### src/hdl/slew_id_pkg.sv
// shared constants for the slew limit and identification register bank
package slew_id_pkg;
	// register word, address, field and product widths
	localparam int          REG_W              = 16;
	localparam int          ADDR_W             = 8;
	localparam int          TEMP_W             = 14;
	localparam int          LIMIT_W            = 13;
	localparam int          PERIOD_W           = 11;
	localparam int          PROD_W             = 25;

	// register offsets
	localparam logic [7:0]  ADDR_SLEW_LIMIT    = 8'h08;
	localparam logic [7:0]  ADDR_SERIAL_HIGH   = 8'h09;
	localparam logic [7:0]  ADDR_SERIAL_MID    = 8'h0a;
	localparam logic [7:0]  ADDR_SERIAL_LOW    = 8'h0b;
	localparam logic [7:0]  ADDR_PART_IDENTITY = 8'h0c;

	// slew limit field position and reset values
	localparam int          LIMIT_LSB          = 2;
	localparam int          LIMIT_MSB          = 14;
	localparam logic [12:0] LIMIT_RESET        = 13'h0140;
	localparam logic [15:0] SLEW_REG_RESET     = 16'h0500;

	// serial number slices
	localparam int          SERIAL_W           = 48;
	localparam int          SERIAL_HIGH_LSB    = 32;
	localparam int          SERIAL_MID_LSB     = 16;
	localparam int          SERIAL_LOW_LSB     = 0;

	// identity field positions
	localparam int          REV_LSB            = 12;
	localparam int          PART_CODE_LSB      = 0;

	// conversion period, times in their own units
	localparam int          CLK_PERIOD_NS      = 25;
	localparam int          MS_NS              = 1000000;
	localparam int          MS_PER_S           = 1000;
	localparam int          MS_CYCLES          = MS_NS / CLK_PERIOD_NS;
	localparam logic [10:0] PERIOD_MIN_MS      = 11'h006;
	localparam logic [10:0] PERIOD_MAX_MS      = 11'h7d0;
	localparam logic [10:0] PERIOD_DEFAULT_MS  = 11'h3e8;
	localparam logic [9:0]  MS_PER_S_W         = 10'h3e8;
endpackage : slew_id_pkg

### src/hdl/conv_period_timer.sv
// free-running conversion start timer with a clamped period in milliseconds
`timescale 1ns/1ps
`default_nettype none
module conv_period_timer
	import slew_id_pkg::*;
#(
	parameter int MS_CYC = MS_CYCLES
)
(
	input  wire logic                mclk,          // system clock
	input  wire logic                rst_n,         // async reset, active low
	input  wire logic [PERIOD_W-1:0] period_req_ms, // requested period
	output logic                     conv_start_ff, // one-cycle start pulse
	output logic [PERIOD_W-1:0]      period_act_ff  // period of running cycle
);
	logic [31:0]         ms_cnt_ff;
	logic [PERIOD_W-1:0] per_cnt_ff;
	logic                ms_tick;
	logic [PERIOD_W-1:0] nxt_period;

	assign ms_tick = (ms_cnt_ff == 32'(MS_CYC - 1));

	// clamp the request into the legal window
	always_comb
	begin
		if (period_req_ms < PERIOD_MIN_MS)
			nxt_period = PERIOD_MIN_MS;
		else if (period_req_ms > PERIOD_MAX_MS)
			nxt_period = PERIOD_MAX_MS;
		else
			nxt_period = period_req_ms;
	end

	always_ff @(posedge mclk or negedge rst_n)
	begin
		if (!rst_n)
			ms_cnt_ff <= 32'h0;
		else if (ms_tick)
			ms_cnt_ff <= 32'h0;
		else
			ms_cnt_ff <= ms_cnt_ff + 32'h1;
	end

	// period counts whole milliseconds; new period takes effect at next start
	always_ff @(posedge mclk or negedge rst_n)
	begin
		if (!rst_n)
		begin
			per_cnt_ff    <= 11'h0;
			conv_start_ff <= 1'b0;
			period_act_ff <= PERIOD_DEFAULT_MS;
		end
		else
		begin
			conv_start_ff <= 1'b0;
			if (ms_tick)
			begin
				if (per_cnt_ff >= period_act_ff - 11'h1) // RULE_09
				begin
					per_cnt_ff    <= 11'h0;
					conv_start_ff <= 1'b1;
					period_act_ff <= nxt_period; // RULE_09
				end
				else
					per_cnt_ff <= per_cnt_ff + 11'h1;
			end
		end
	end
endmodule : conv_period_timer
`default_nettype wire

### src/hdl/slew_limit_and_id_registers.sv
// slew limit, serial number and identity registers with slew alert detection
// Function
// RULE_01 - slew limit is unsigned 13 bits, lsb 0.03125 degC per second
// RULE_02 - limit field sits in bits 14:2; bit 15 and 1:0 read zero
// RULE_03 - limit resets to 0140h, so the register reads 0500h
// RULE_04 - slew alert only when rise rate exceeds limit and source enabled
// RULE_05 - address 09h returns serial bits 47:32, read only
// RULE_06 - address 0ah returns serial bits 31:16, read only
// RULE_07 - address 0bh returns serial bits 15:0, fixed, writes ignored
// RULE_08 - address 0ch holds revision in 15:12, part code in 11:0
// RULE_09 - conversions start every second by default, period 6 ms to 2 s
// RULE_10 - register reads never disturb or restart the conversion cycle
// RULE_11 - rate is consecutive result difference over active period, rises only
// RULE_12 - alert enable bit 3 gates slew condition onto alert, default off
`timescale 1ns/1ps
`default_nettype none
module slew_limit_and_id_registers
	import slew_id_pkg::*;
#(
	parameter int                      MS_CYC              = MS_CYCLES,
	parameter logic [SERIAL_W-1:0]     TRACEABILITY_SERIAL = 48'h5a5a_0123_4567, // arbitrary
	parameter logic [3:0]              REVISION            = 4'h1,                // arbitrary
	parameter logic [11:0]             PART_CODE           = 12'h0a5               // arbitrary
)
(
	input  wire logic                              mclk,             // system clock
	input  wire logic                              rst_n,            // async reset, active low
	input  wire logic [slew_id_pkg::ADDR_W-1:0]    reg_addr,         // register address
	input  wire logic                              reg_wr_en,        // write strobe
	input  wire logic [slew_id_pkg::REG_W-1:0]     reg_wdata,        // write data
	input  wire logic                              reg_rd_en,        // read strobe
	output logic      [slew_id_pkg::REG_W-1:0]     reg_rdata_ff,     // read data
	output logic                                   reg_rd_hit_ff,    // read hit this bank
	input  wire logic                              slew_alert_en,    // alert enable bit 3
	input  wire logic [slew_id_pkg::PERIOD_W-1:0]  conv_period_ms,   // requested period
	input  wire logic                              temp_valid,       // conversion done pulse
	input  wire logic [slew_id_pkg::TEMP_W-1:0]    temp_result,      // signed result
	output logic                                   conv_start_ff,    // conversion start pulse
	output logic                                   slew_status_ff,   // raw slew condition
	output logic                                   slew_alert_ff     // gated slew alert
);
	import slew_id_pkg::*;

	logic [LIMIT_W-1:0]  limit_ff;
	logic [TEMP_W-1:0]   prev_temp_ff;
	logic                prev_valid_ff;
	logic [PERIOD_W-1:0] period_act;
	logic [PERIOD_W-1:0] cycle_period_ff;
	logic                timer_start;
	logic [TEMP_W:0]     diff;
	logic                rising;
	logic [PROD_W-1:0]   rise_scaled;
	logic [PROD_W-1:0]   limit_scaled;
	logic [REG_W-1:0]    nxt_rdata;
	logic                nxt_hit;

	// unsigned product sized to the comparison width
	function automatic logic [PROD_W-1:0] scale(input logic [PROD_W-1:0] a,
		input logic [PROD_W-1:0] b);
		logic [2*PROD_W-1:0] p;
		p = a * b;
		return p[PROD_W-1:0];
	endfunction : scale

	conv_period_timer #(
		.MS_CYC        (MS_CYC)
	) u_timer (
		.mclk          (mclk),
		.rst_n         (rst_n),
		.period_req_ms (conv_period_ms),
		.conv_start_ff (timer_start),
		.period_act_ff (period_act)
	);

	// timer runs independently of register traffic
	always_ff @(posedge mclk or negedge rst_n)
	begin
		if (!rst_n)
			conv_start_ff <= 1'b0;
		else
			conv_start_ff <= timer_start; // RULE_10
	end

	// period in force for the conversion now running
	always_ff @(posedge mclk or negedge rst_n)
	begin
		if (!rst_n)
			cycle_period_ff <= PERIOD_DEFAULT_MS;
		else if (timer_start)
			cycle_period_ff <= period_act; // RULE_09
	end

	// slew limit register, only the field is writable
	always_ff @(posedge mclk or negedge rst_n)
	begin
		if (!rst_n)
			limit_ff <= LIMIT_RESET; // RULE_03
		else if (reg_wr_en && reg_addr == ADDR_SLEW_LIMIT)
			limit_ff <= reg_wdata[LIMIT_MSB:LIMIT_LSB]; // RULE_02
	end

	// read mux; reserved bits and foreign addresses read zero
	always_comb
	begin
		nxt_rdata = 16'h0000;
		nxt_hit   = 1'b1;
		unique case (reg_addr)
			ADDR_SLEW_LIMIT:
				nxt_rdata = {1'b0, limit_ff, 2'b00}; // RULE_02
			ADDR_SERIAL_HIGH:
				nxt_rdata = TRACEABILITY_SERIAL[SERIAL_HIGH_LSB +: REG_W]; // RULE_05
			ADDR_SERIAL_MID:
				nxt_rdata = TRACEABILITY_SERIAL[SERIAL_MID_LSB +: REG_W]; // RULE_06
			ADDR_SERIAL_LOW:
				nxt_rdata = TRACEABILITY_SERIAL[SERIAL_LOW_LSB +: REG_W]; // RULE_07
			ADDR_PART_IDENTITY:
				nxt_rdata = {REVISION, PART_CODE}; // RULE_08
			default:
				nxt_hit   = 1'b0;
		endcase
	end

	always_ff @(posedge mclk or negedge rst_n)
	begin
		if (!rst_n)
		begin
			reg_rdata_ff  <= 16'h0000;
			reg_rd_hit_ff <= 1'b0;
		end
		else if (reg_rd_en)
		begin
			reg_rdata_ff  <= nxt_rdata;
			reg_rd_hit_ff <= nxt_hit;
		end
	end

	// difference of consecutive signed results, one bit wider
	assign diff   = {temp_result[TEMP_W-1], temp_result}
		- {prev_temp_ff[TEMP_W-1], prev_temp_ff}; // RULE_11
	assign rising = prev_valid_ff && !diff[TEMP_W] && (diff != 15'h0); // RULE_11

	// diff*1000/period > limit  <=>  diff*1000 > limit*period
	assign rise_scaled  = scale(PROD_W'(diff[TEMP_W-1:0]), PROD_W'(MS_PER_S_W)); // RULE_01
	assign limit_scaled = scale(PROD_W'(limit_ff), PROD_W'(cycle_period_ff)); // RULE_01

	always_ff @(posedge mclk or negedge rst_n)
	begin
		if (!rst_n)
		begin
			prev_temp_ff  <= 14'h0000;
			prev_valid_ff <= 1'b0;
		end
		else if (temp_valid)
		begin
			prev_temp_ff  <= temp_result;
			prev_valid_ff <= 1'b1;
		end
	end

	// condition re-evaluated at each conversion completion
	always_ff @(posedge mclk or negedge rst_n)
	begin
		if (!rst_n)
			slew_status_ff <= 1'b0;
		else if (temp_valid)
			slew_status_ff <= rising && (rise_scaled > limit_scaled); // RULE_04
	end

	always_ff @(posedge mclk or negedge rst_n)
	begin
		if (!rst_n)
			slew_alert_ff <= 1'b0;
		else
			slew_alert_ff <= slew_status_ff && slew_alert_en; // RULE_12
	end
endmodule : slew_limit_and_id_registers
`default_nettype wire

### config.mk
export PLATFORM = sky130hd
export DESIGN_NAME = slew_limit_and_id_registers
export DESIGN_NICKNAME = d
export VERILOG_FILES = /design/src/hdl/slew_id_pkg.sv /design/src/hdl/conv_period_timer.sv /design/src/hdl/slew_limit_and_id_registers.sv
export SDC_FILE = /design/constraint.sdc
export NUM_CORES = 1
export LEC_CHECK = 0
export BUFFER_PORTS_ARGS = -buffer_cell sky130_fd_sc_hd__buf_2
export CAP_MARGIN = 20
export CORE_MARGIN = 10
export CORE_UTILIZATION = 58
export CTS_BUF_LIST = sky130_fd_sc_hd__clkbuf_4 sky130_fd_sc_hd__clkbuf_8 sky130_fd_sc_hd__clkbuf_16
export DETAILED_ROUTE_END_ITERATION = 8
export PLACE_DENSITY = 0.79
export RECOVER_POWER = 100
export SLEW_MARGIN = 20
export SYNTH_ARGS = -nofsm -noshare
export SYNTH_HDL_FRONTEND = slang
export SYNTH_SLANG_ARGS = --single-unit
### constraint.sdc
create_clock -name mclk -period 7.3 [get_ports mclk]
set_input_delay 1.46 -clock mclk [delete_from_list [all_inputs] [get_ports mclk]]
set_output_delay 1.46 -clock mclk [all_outputs]
set_load 0.05 [all_outputs]
==> summary.md <==
| Metric | Value |
|---|---|
| Outcome | complete, but fails checks |
| Violated checks | max-capacitance violations, max-slew violations, negative setup slack |
| Setup Buffers After CTS | 0 |
| Routed WL | 29.79 mm |
| Post-synthesis async set-or-reset flop share | 1.000 |
| # DRC | 0 |
| Max_cap viols | 3 |
| Most used cell, CP | a21o_1 |
| Seq/Total Area, Yosys | 0.2166 |
| Slew of the pin with the lowest slew margin | 3.622 ns |
| Synth Instances | 1397 |
| H-tree depth | 4 |
| Clock Skew | 0.02254 ns |
| Initial antenna violation count | 0 |
| Core Region | 0.02243 mm² |
| CP Data Required Time | 7.59 ns |
| Share of layout cells above drive strength 1 | 0.1906 |
| Top_reg_cell synth | dfrtp_1 |
| Warnings, synthesis | 0 |
| Setup-failing EPs final | 1 |
| Most frequent cells in the layout | inv_1, ha_1, nand2_1 |
| Clock buffer count from CTS | 17 |
| CP Max Fanout | 4 |
| CTS clk-pin slew, worst paths | 0.06 ns |
| Number of synthesized register bits | 113 |
| Fillers | 1685 |
| Slowest-stage cell, CP | fa_1 |
| Largest net degree at the start of global routing | 69 |
| CP Class | in2reg |
| RSZ-0062 raised after global routing | yes |
| Fin Hold WS | 0.4682 ns |
| Placed Cells | 1827 |
| Port Buffers | 70 |
| Vias in the first global route | 11129 |
| Most common cell after layout, fill and taps aside | inv_1 |
| CTS tree | yes |
| Avg Cell Area, Syn | 9.405 µm² |
| # nets final | 1909 |
| Final Instance Area | 0.01530 mm² |
| # rows | 55 |
| Ports | 75 |
| Worst r2r src | prev_temp_ff[1] |
| EDFF count, synth | 0 |
| GRT Util Overall | 0.2157 |
| Final period utilization | 1.096 |
| Peak Freq | 125.0 MHz |
| DIE AREA | 0.02907 mm² |
| DRT Pass-1 Iters | 5 |
| Final worst slack | -0.7014 ns |
| TritonCTS Sinks | 113 |
| Worst-Skew Late Latency | 0.44 ns |
| Hold path start | prev_valid_ff |
| Synth Net Count | 1745 |
| Layout area overhead | 16.46% |
| CP peak stage delay | 0.58 ns |
| RePlAce Congestion | 0.8725 |
| Die Wd | 170.5 µm |
| Vias per inst | 5.584 |
| Layout Cells excl Fill | 1860 |
| Final Hold Viols | 0 |
| Vias | 10387 |
| Post-synth cell types | 75 |
| Max Transition Viols Final | 130 |
| Crit. End Element | flop |
| Initial Util | 0.5857 |
| Min-delay worst type | reg2reg |
| Root Buffer | clkbuf_16 |
| Slew HR | -1.414 |
| Post-synthesis cell area | 0.01314 mm² |
| CP Launch Type | input pin |
| Final ANT Viol Nets | 0 |
| Dpl cell area | 0.01469 mm² |
| First-pass GRT wire length | 51.72 mm |
| Reg-to-reg slack, setup | -0.08 ns |
| Deepest clock path buffer count | 2 |
| Crit. Startpoint | temp_result[0] |
| Final HPWL DP | 22.58 mm |
| Die height | 170.5 µm |
| Min cycle time layout | 8.001 ns |
| Overflow after GRT | 0 |
| Initial DRC count | 626 |
| Setup_tns | -0.7014 ns |
| Post-DR wirelength/cell | 16.02 µm |
| Data arrival time of the worst path | 8.29 ns |
## layout make-up
cell class / count / area (µm²) / area share
Antenna cell: 1 / 2.502 / 0.0001635
Multi-Input combinational cell: 1019 / 9479 / 0.6195
Tap cell: 285 / 356.6 / 0.02331
Timing Repair Buffer: 185 / 1191 / 0.07785
Sequential cell: 113 / 2845 / 0.1860
Clock inverter: 13 / 116.4 / 0.007605
Clock buffer: 19 / 452.9 / 0.02960
Inverter: 225 / 857.1 / 0.05601
## metal layers
| metal | wire length, µm | global-route usage | vias to the layer above |
|---|---|---|---|
| li1 | - | - | 4912 |
| met1 | 12460 | 0.2657 | 5163 |
| met2 | 15470 | 0.3832 | 247 |
| met3 | 1210 | 0.02604 | 65 |
| met4 | 657 | 0.07094 | 0 |
| met5 | 0 | 0 | - |
## worst max-delay path, delay by kind of cell
| family | cells | cell delay, ns |
|---|---|---|
| XOR/XNOR | 3 | 0.47 |
| AND/OR/NAND/NOR | 4 | 0.93 |
| buffers and inverters | 6 | 0.50 |
| AO/OA/AOI/OAI | 14 | 2.40 |
| adder cells (fa/ha/maj) | 7 | 2.52 |
## logic make-up (layout without fill, tap and decap cells)
group / count (synthesis) / in the layout / synth area share
compound gates: 194 / 194 / 0.09675
xor+xnor: 104 / 104 / 0.07104
fa+ha+maj: 293 / 293 / 0.3567
buf+inv: 265 / 442 / 0.07637
flops: 113 / 113 / 0.2166
mux: 43 / 43 / 0.03628
other cells: 1 / 2 / 0.0002854
simple gates: 384 / 384 / 0.1460
## final timing paths
kind | cells past startpoint | end
min in group asynchronous | 1 | reg_rdata_ff[4]
hold / removal | 1 | prev_valid_ff
setup reg to reg | 32 | slew_status_ff
setup / recovery | 34 | slew_status_ff
max in group asynchronous | 2 | slew_status_ff
hold reg to reg | 1 | prev_valid_ff
## sequential cells by signal, summed over array words and instances, names as in the netlist, 11 cells and up
signal                 flops
u_timer.per_cnt_ff        11
u_timer.ms_cnt_ff         32
u_timer.period_act_ff     11
cycle_period_ff           11
prev_temp_ff              14
reg_rdata_ff              15
limit_ff                  13
## metrics by stage
step	setup WS [ns]	utilization
global placement	-1.033	0.6547
detailed placement	-1.123	0.6547
CTS	-0.6673	0.6835
global route	-1.080	0.6819
floorplan	-0.5940	-
finish	-0.7014	0.6820
## what timing repair did
| action | in CTS | in global routing |
|---|---|---|
| pin swaps | 7 | 0 |
| hold buffers | 0 | 0 |
| resized for setup | 16 | 4 |
| endpoints found under the setup margin | 1 | 1 |
## cells in the mapped netlist (all sizes together), types with 15 or more instances
master	instances	area (µm²)
a21o	27	202.7
a21oi	45	229.0
and2	65	407.9
and3	15	100.1
clkbuf	35	131.4
dfrtp	99	2477
fa	136	2723
ha	157	1964
inv	225	844.6
mux2	37	416.7
nand2	140	525.5
nand3	30	150.1
nand4	17	106.4
nor2	53	206.5
nor3	15	75.07
o21ai	56	280.3
xnor2	70	628.1
xor2	34	305.3
Power is not shown: default switching activity piles up to over one toggle a cycle in this logic, so the estimate is an artifact.
